[src/shared/psd_pkg.sv]
// Shared constants and types of the panel scan output control
package psd_pkg;

  // ****************************************
  // Clock and timing
  // ****************************************
  localparam int unsigned CLK_PERIOD_NS = 8;
  // Node blanking after charge starts, so a stale comparator level is ignored
  localparam int unsigned DLY_BLANK_NS = 40;
  localparam int unsigned DLY_BLANK_CYC =
    ((DLY_BLANK_NS + CLK_PERIOD_NS - 1) / CLK_PERIOD_NS) < 1 ? 1 :
    ((DLY_BLANK_NS + CLK_PERIOD_NS - 1) / CLK_PERIOD_NS);
  localparam int unsigned DLY_CNT_W = 4;

  // ****************************************
  // Widths and sync vector layout
  // ****************************************
  localparam int unsigned NUM_CH = 3;
  localparam int unsigned SYNC_W = 8;
  localparam int unsigned SYN_VON_OK = 0;
  localparam int unsigned SYN_EN = 1;
  localparam int unsigned SYN_FRAME = 2;
  localparam int unsigned SYN_LINE0 = 3;
  localparam int unsigned SYN_DLY_REF = 6;
  localparam int unsigned SYN_DISCH = 7;
  localparam logic [SYNC_W-1:0] SYNC_RST = 8'h00;

  // ****************************************
  // Output drive states
  // ****************************************
  typedef enum logic [1:0] {
    DRV_HIZ = 2'h0,
    DRV_HIGH = 2'h1,
    DRV_LOW = 2'h2,
    DRV_SHARE = 2'h3
  } psd_drv_t;

  // ****************************************
  // Start-up sequencer states
  // ****************************************
  typedef enum logic [3:0] {
    SEQ_LOCKOUT = 4'h1,
    SEQ_DISABLED = 4'h2,
    SEQ_DELAY = 4'h4,
    SEQ_RUN = 4'h8
  } psd_seq_t;

endpackage

[src/shared/psd_seq_if.sv]
// Carrier between the output control and its start-up sequencer
`timescale 1ns/1ns
interface psd_seq_if;
  import psd_pkg::*;
  logic lockout_ok;
  logic enable;
  logic delay_at_ref;
  psd_seq_t mode;

  modport ctrl (output lockout_ok, output enable, output delay_at_ref, input mode);
  modport seq (input lockout_ok, input enable, input delay_at_ref, output mode);
endinterface

[src/rtl/psd_scan_ctrl.sv]
// Control logic of a triple panel scan driver
`timescale 1ns/1ns
// Notes on behaviour
// - Below lockout, gate clock and frame outputs high impedance
// - Frame output follows frame and first line
// - Frame high: true follows line, inverse opposite
// - Frame low, line low: float, share
// - Frame low, line rising edge toggles outputs
// - Frame low, line held high: hold state
// - Share state links outputs to share inputs
// - Enable low above lockout: outputs low rail
// - Enable rising after lockout starts the delay
// - Enable already high: delay starts at threshold
// - Delay ends when node reaches reference
// - Discharge control low closes rail switch
module psd_scan_ctrl
  import psd_pkg::*;
(
  input wire logic CLK,
  input wire logic SYS_RST,
  input wire logic SUPPLY_LOCKOUT_OK,
  input wire logic EN,
  input wire logic FRAME_START_IN,
  input wire logic [NUM_CH-1:0] LINE_CLOCK_IN,
  input wire logic STARTUP_DELAY_NODE_AT_REF,
  input wire logic NEG_RAIL_DISCHARGE_CTL_BELOW,
  output logic [2*NUM_CH-1:0] GATE_CLOCK_OUT,
  output logic [2*NUM_CH-1:0] GATE_CLOCK_INV_OUT,
  output logic [1:0] FRAME_START_OUT,
  output logic STARTUP_DELAY_CHARGE_EN,
  output logic NEG_RAIL_DISCHARGE_ON
);

  // ****************************************
  // Input synchronisers
  // ****************************************
  // Every input is a comparator or pin level, so all pass two flops
  // Limitation: a line clock pulse shorter than one clock can be missed
  logic [SYNC_W-1:0] sync1_q, sync1_d;
  logic [SYNC_W-1:0] sync2_q, sync2_d;

  always_comb begin
    sync1_d = {NEG_RAIL_DISCHARGE_CTL_BELOW, STARTUP_DELAY_NODE_AT_REF, LINE_CLOCK_IN,
               FRAME_START_IN, EN, SUPPLY_LOCKOUT_OK};
    sync2_d = sync1_q;
  end

  always_ff @(posedge CLK) begin
    if (SYS_RST) begin
      sync1_q <= SYNC_RST;
      sync2_q <= SYNC_RST;
    end else begin
      sync1_q <= sync1_d;
      sync2_q <= sync2_d;
    end
  end

  logic frame_s;
  logic [NUM_CH-1:0] line_s;

  always_comb begin
    frame_s = sync2_q[SYN_FRAME];
    line_s = sync2_q[SYN_LINE0 +: NUM_CH];
  end

  // ****************************************
  // Start-up sequencer
  // ****************************************
  psd_seq_if sq_if ();

  assign sq_if.lockout_ok = sync2_q[SYN_VON_OK];
  assign sq_if.enable = sync2_q[SYN_EN];
  assign sq_if.delay_at_ref = sync2_q[SYN_DLY_REF];

  psd_startup_seq u_seq (
    .clk(CLK),
    .rst(SYS_RST),
    .sq(sq_if.seq)
  );

  // ****************************************
  // Line clock edges and channel phase
  // ****************************************
  // Phase 1 means the true output sits on the high rail
  logic [NUM_CH-1:0] line_prev_q, line_prev_d;
  logic [NUM_CH-1:0] phase_q, phase_d;
  logic [NUM_CH-1:0] line_rise;

  always_comb begin
    line_prev_d = line_s;
    line_rise = line_s & ~line_prev_q;
    phase_d = phase_q;
    for (int i = 0; i < NUM_CH; i++) begin
      if (frame_s) begin
        phase_d[i] = line_s[i];
      end else if (line_rise[i]) begin
        phase_d[i] = ~phase_q[i];
      end
    end
  end

  always_ff @(posedge CLK) begin
    if (SYS_RST) begin
      line_prev_q <= '0;
      phase_q <= '0;
    end else begin
      line_prev_q <= line_prev_d;
      phase_q <= phase_d;
    end
  end

  // ****************************************
  // Output drive selection
  // ****************************************
  function automatic psd_drv_t rail_of(input logic high);
    return high ? DRV_HIGH : DRV_LOW;
  endfunction

  // One drive code on every channel of a gate clock bank
  function automatic logic [2*NUM_CH-1:0] fill_codes(input psd_drv_t code);
    return {NUM_CH{code}};
  endfunction

  logic [2*NUM_CH-1:0] gate_q, gate_d;
  logic [2*NUM_CH-1:0] gate_inv_q, gate_inv_d;
  logic [1:0] frame_out_q, frame_out_d;

  // Mode is decoded first, so the input tables never put a rail on a pin
  // while the supply or the enable is not yet trusted
  always_comb begin
    gate_d = fill_codes(DRV_HIZ);
    gate_inv_d = fill_codes(DRV_HIZ);
    frame_out_d = DRV_HIZ;
    // sequencer mode ranks above the tables
    unique case (sq_if.mode)
      SEQ_LOCKOUT: begin
        gate_d = fill_codes(DRV_HIZ);
        gate_inv_d = fill_codes(DRV_HIZ);
        frame_out_d = DRV_HIZ;
      end
      SEQ_DISABLED, SEQ_DELAY: begin
        gate_d = fill_codes(DRV_LOW);
        gate_inv_d = fill_codes(DRV_LOW);
        frame_out_d = DRV_LOW;
      end
      SEQ_RUN: begin
        if (!frame_s) begin
          frame_out_d = DRV_LOW;
        end else if (!line_s[0]) begin
          frame_out_d = DRV_HIGH;
        end else begin
          frame_out_d = DRV_HIZ;
        end
        for (int i = 0; i < NUM_CH; i++) begin
          if (!frame_s && !line_s[i]) begin
            gate_d[2*i +: 2] = DRV_SHARE;
            gate_inv_d[2*i +: 2] = DRV_SHARE;
          end else begin
            gate_d[2*i +: 2] = rail_of(phase_d[i]);
            gate_inv_d[2*i +: 2] = rail_of(~phase_d[i]);
          end
        end
      end
      default: begin
        // Illegal sequencer code: fall back to the safe floating state
        gate_d = fill_codes(DRV_HIZ);
        gate_inv_d = fill_codes(DRV_HIZ);
        frame_out_d = DRV_HIZ;
      end
    endcase
  end

  always_ff @(posedge CLK) begin
    if (SYS_RST) begin
      gate_q <= fill_codes(DRV_HIZ);
      gate_inv_q <= fill_codes(DRV_HIZ);
      frame_out_q <= DRV_HIZ;
    end else begin
      gate_q <= gate_d;
      gate_inv_q <= gate_inv_d;
      frame_out_q <= frame_out_d;
    end
  end

  // ****************************************
  // Delay node charge and negative rail discharge
  // ****************************************
  // Discharge ignores the sequencer: it must act while the supplies collapse
  logic charge_q, charge_d;
  logic disch_q, disch_d;

  always_comb begin
    // node charges only while the delay runs
    charge_d = (sq_if.mode == SEQ_DELAY);
    disch_d = sync2_q[SYN_DISCH];
  end

  always_ff @(posedge CLK) begin
    if (SYS_RST) begin
      charge_q <= 1'b0;
      disch_q <= 1'b0;
    end else begin
      charge_q <= charge_d;
      disch_q <= disch_d;
    end
  end

  assign GATE_CLOCK_OUT = gate_q;
  assign GATE_CLOCK_INV_OUT = gate_inv_q;
  assign FRAME_START_OUT = frame_out_q;
  assign STARTUP_DELAY_CHARGE_EN = charge_q;
  assign NEG_RAIL_DISCHARGE_ON = disch_q;

endmodule

[src/rtl/psd_startup_seq.sv]
// Start-up sequencer: supply lockout, enable and delay-node timing
`timescale 1ns/1ns
module psd_startup_seq
  import psd_pkg::*;
(
  input wire logic clk,
  input wire logic rst,
  psd_seq_if.seq sq
);

  psd_seq_t state_q, state_d;
  logic [DLY_CNT_W-1:0] blank_q, blank_d;
  logic en_prev_q, en_prev_d;

  always_comb begin
    state_d = state_q;
    blank_d = blank_q;
    en_prev_d = sq.enable;
    if (!sq.lockout_ok) begin
      state_d = SEQ_LOCKOUT;
    end else begin
      unique case (state_q)
        SEQ_LOCKOUT: begin
          state_d = sq.enable ? SEQ_DELAY : SEQ_DISABLED;
        end
        SEQ_DISABLED: begin
          if (sq.enable && !en_prev_q) begin
            state_d = SEQ_DELAY;
          end
        end
        SEQ_DELAY: begin
          if (!sq.enable) begin
            state_d = SEQ_DISABLED;
          end else if (blank_q == '0 && sq.delay_at_ref) begin
            state_d = SEQ_RUN;
          end
        end
        SEQ_RUN: begin
          if (!sq.enable) begin
            state_d = SEQ_DISABLED;
          end
        end
      endcase
    end
    // Blanking restarts whenever the delay begins
    if (state_d == SEQ_DELAY && state_q != SEQ_DELAY) begin
      blank_d = DLY_CNT_W'(DLY_BLANK_CYC);
    end else if (blank_q != '0) begin
      blank_d = blank_q - 1'b1;
    end
  end

  always_ff @(posedge clk) begin
    if (rst) begin
      state_q <= SEQ_LOCKOUT;
      blank_q <= '0;
      en_prev_q <= 1'b0;
    end else begin
      state_q <= state_d;
      blank_q <= blank_d;
      en_prev_q <= en_prev_d;
    end
  end

  assign sq.mode = state_q;

endmodule

[config.mk]
export PLATFORM = sky130hd
export DESIGN_NAME = psd_scan_ctrl
export DESIGN_NICKNAME = d
export VERILOG_FILES = /design/src/shared/psd_pkg.sv /design/src/shared/psd_seq_if.sv /design/src/rtl/psd_scan_ctrl.sv /design/src/rtl/psd_startup_seq.sv
export SDC_FILE = /design/constraint.sdc
export NUM_CORES = 1
export LEC_CHECK = 0
export BUFFER_PORTS_ARGS = -buffer_cell sky130_fd_sc_hd__buf_4
export CAP_MARGIN = 20
export CORE_ASPECT_RATIO = 1.75
export CORE_MARGIN = 5
export CORE_UTILIZATION = 54
export CTS_CLUSTER_SIZE = 8
export DETAILED_ROUTE_END_ITERATION = 12
export PLACE_DENSITY = 0.84
export SETUP_SLACK_MARGIN = 0.05
export SYNTH_ARGS = -nofsm -noshare
export SYNTH_HDL_FRONTEND = slang
export SYNTH_SLANG_ARGS = --single-unit
[constraint.sdc]
create_clock -name CLK -period 1.65 [get_ports CLK]
set_input_delay 0.0825 -clock CLK [delete_from_list [all_inputs] [get_ports CLK]]
set_output_delay 0.0825 -clock CLK [all_outputs]
set_load 0.1 [all_outputs]
==> metrics.txt <==
Die Wd=51.4 um; filler cell count=217; routed wire length=about 2600 um; WHS Endpoint=sync1_q[6]; flops & latches, synth=47; setup TNS=0 ps; 1st-iter DRT viols=11; logic gate share of total power=15.2%; htree depth=2; Netlist cell types=33; Total GRT Usage=about 14%; sequential area share after synthesis=58.0%; Post-synth top cells=dfxtp_1 (47), nor2b_1 (25), nor2_1 (10), o21ai_0 (10); Tot Pwr=0.00225 W; CP endpoint kind=flip-flop; Synth top area share=58.0%; Slew HR=78.0%; Ports=26; max frequency=655 MHz; Area Growth Syn to Fin=19.9%; Placed Area=about 1800 um^2; pwr/cell area=between 1000 and 1500 nW/um^2; Power Internal=0.00171 W; Final nets=around 200; final setup violation count=0; Worst Setup SP=u_seq.sq.mode[1]; Async SR Flop Fraction=0%; Required @ worst endpoint=about 1900 ps; FF-to-FF End=GATE_CLOCK_INV_OUT[1]; die area=approximately 4200 um^2; DRC Markers=0; Die Y=82.5 um; crit path kind=flip-flop to flip-flop; syn avg cell area=10.1 um^2; Worst setup SP type=flip-flop; Post-synth EDFFs=0; Crit Reg-Reg Startpoint=u_seq.sq.mode[1]; worst-skew pair later-pin latency=about 290 ps; leakage power=0.826 nW; via count=around 1200; placed cell count=210; status=complete, no violations; FP Rows=26; Core ar.=2900 um^2; total of max-cap violations=0; worst reg2reg setup slack=between 100 and 150 ps; Slew @ Worst Pin=329 ps; CTS sink cnt=between 40 and 50; worst reg2reg path depth=4; maximum fanout along the worst path=11; clock share of power=29.7%; vias in the first global route=around 1100; cell count after synthesis=161; Initial Utilization=56.0%; PortBufs=25; Worst-path clk slew=70 ps; first-pass detailed-route iteration total=4; synthesized cell area=1620 um^2; first-pass GRT wire length=4450 um; CTS tree=yes; Flop pwr share=between 50 and 60%; Worst Hold Launch=STARTUP_DELAY_NODE_AT_REF; Critical Path AT=between 1500 and 2000 ps; P_sw=around 0.00055 W; Net Count, Synth=172; Avg WL per Cell=11.7 um; Worst Skew=around 5.6 ps; Yosys Warn Count=0; Post-synth top flop=dfxtp_1; area leader, netlist=dfxtp_1; Final GP Congestion=between 0.7 and 0.8; worst hold path depth=2; final non-filler cell total=219; Clock Path Buffers=2; Antenna Nets Post-Route=0; crit share post-route=roughly 93%; global route total overflow=0; Root Buffer=clkbuf_8; Finished Core Util=67.2%; Net Sw Frac=24.3%; worst hold path class=primary input to flip-flop; Final Instance Area=1940 um^2; Final Hold Viols=0; Post-DP HPWL=1920 um; vias per cell=5.27; Peak VDD IR=1060 uV; RSZ-0062 raised after global routing=yes; largest net degree at the start of global routing=32; initial antenna violation count=0; share of layout cells above drive strength 1=20.9%; final-report max-slew violation count=0; # diodes=0; Final min period=1530 ps; CTS buffer count=5; most frequent cell after synthesis=dfxtp_1; synth top area cells=dfxtp_1 (58%), nor2b_1 (9.6%), nand2b_1 (3.5%), o21ai_0 (3.1%), xnor2_1 (2.7%)
## critical path: stages (launching register included)
cell and delay (ps):
dfxtp_1 370, or3_4 410, or2_1 340, a211o_1 280, nand2_1 70
## worst max path at each step
| stage | slack [ps] | end | cells past startpoint |
|---|---|---|---|
| 6_report | 120 | GATE_CLOCK_INV_OUT[1] | 4 |
| 2_1_floorplan | 200 | GATE_CLOCK_INV_OUT[1] | 5 |
| 5_1_grt | 50 | u_seq.blank_q[0] | 6 |
| 3_5_place_dp | 140 | GATE_CLOCK_INV_OUT[1] | 4 |
| 4_1_cts | 120 | GATE_CLOCK_INV_OUT[1] | 4 |
| 3_3_place_gp | 190 | GATE_CLOCK_INV_OUT[1] | 4 |
## cells by family (layout without fill, tap and decap cells)
family	after synthesis	count (layout)	share of synthesized area, %
xor+xnor	6	6	3.24
flops	47	47	58.0
compound gates	25	25	8.72
buf+inv	11	41	3.01
fa+ha+maj	1	1	0.771
mux	1	1	0.694
simple gates	70	70	25.5
## power by group through the flow
stage / combinational, W / clock [W] / sequential [W]
floorplan: 0.000228 / 0 / 0.00126
global placement: 0.000304 / 0 / 0.00126
detailed placement: 0.000325 / 0 / 0.00127
CTS: 0.000331 / 0.000684 / 0.00124
global route: 0.000390 / 0.000752 / 0.00125
finish: 0.000343 / 0.000670 / 0.00124
## layout make-up
class / count / area (um^2) / area share [%]
flip-flops and latches: 47 / 941 / 48.4
inverters: 5 / 18.8 / 0.965
well taps: 28 / 35.0 / 1.80
multi-input cells: 103 / 639 / 32.9
repair buffers: 29 / 223 / 11.5
clock inverters: 1 / 5.00 / 0.257
clock buffers: 6 / 82.6 / 4.25
## stage by stage
step                      worst slack (ps)  hold slack, ps
after floorplan                        204             211
after global placement                 185             291
after detailed placement               137             302
after CTS                              116            1.19
after global routing                  49.2            5.67
final                                  123            4.73
## metal layers
layer / GRT usage (%) / vias up / wire [um]
met5: 0 / - / 0
met4: 9.71 / 0 / 91
met3: 5.03 / 12 / 167
met2: 26.9 / 33 / 1340
met1: 12.1 / 526 / 961
li1: - / 584 / -
## timing repair
action                                  4_1_cts  5_1_grt
resized for setup                             0        2
endpoints found under the hold margin         2        0
buffers inserted                              0        0
endpoints found under the setup margin        0        4
hold buffers                                  2        0
## sequential cells by signal, summed over array words and instances (netlist names)
signal	flops
u_seq.sq.mode	4
phase_q	3
STARTUP_DELAY_CHARGE_EN	1
GATE_CLOCK_INV_OUT	6
line_prev_q	3
u_seq.blank_q	4
FRAME_START_OUT	2
u_seq.en_prev_q	1
sync2_q	8
sync1_q	8
NEG_RAIL_DISCHARGE_ON	1
GATE_CLOCK_OUT	6
## layout by cell type (no fill, tap or decap), types with 5 or more instances in the layout
master,count
clkbuf_8,6
nor2_1,10
nand2_1,9
o21ai_0,10
nand2b_1,9
nor2b_1,25
a21oi_1,8
dfxtp_1,47
buf_4,27
xnor2_1,5
inv_1,5
Note: power is estimated with default switching activity, not from simulation.
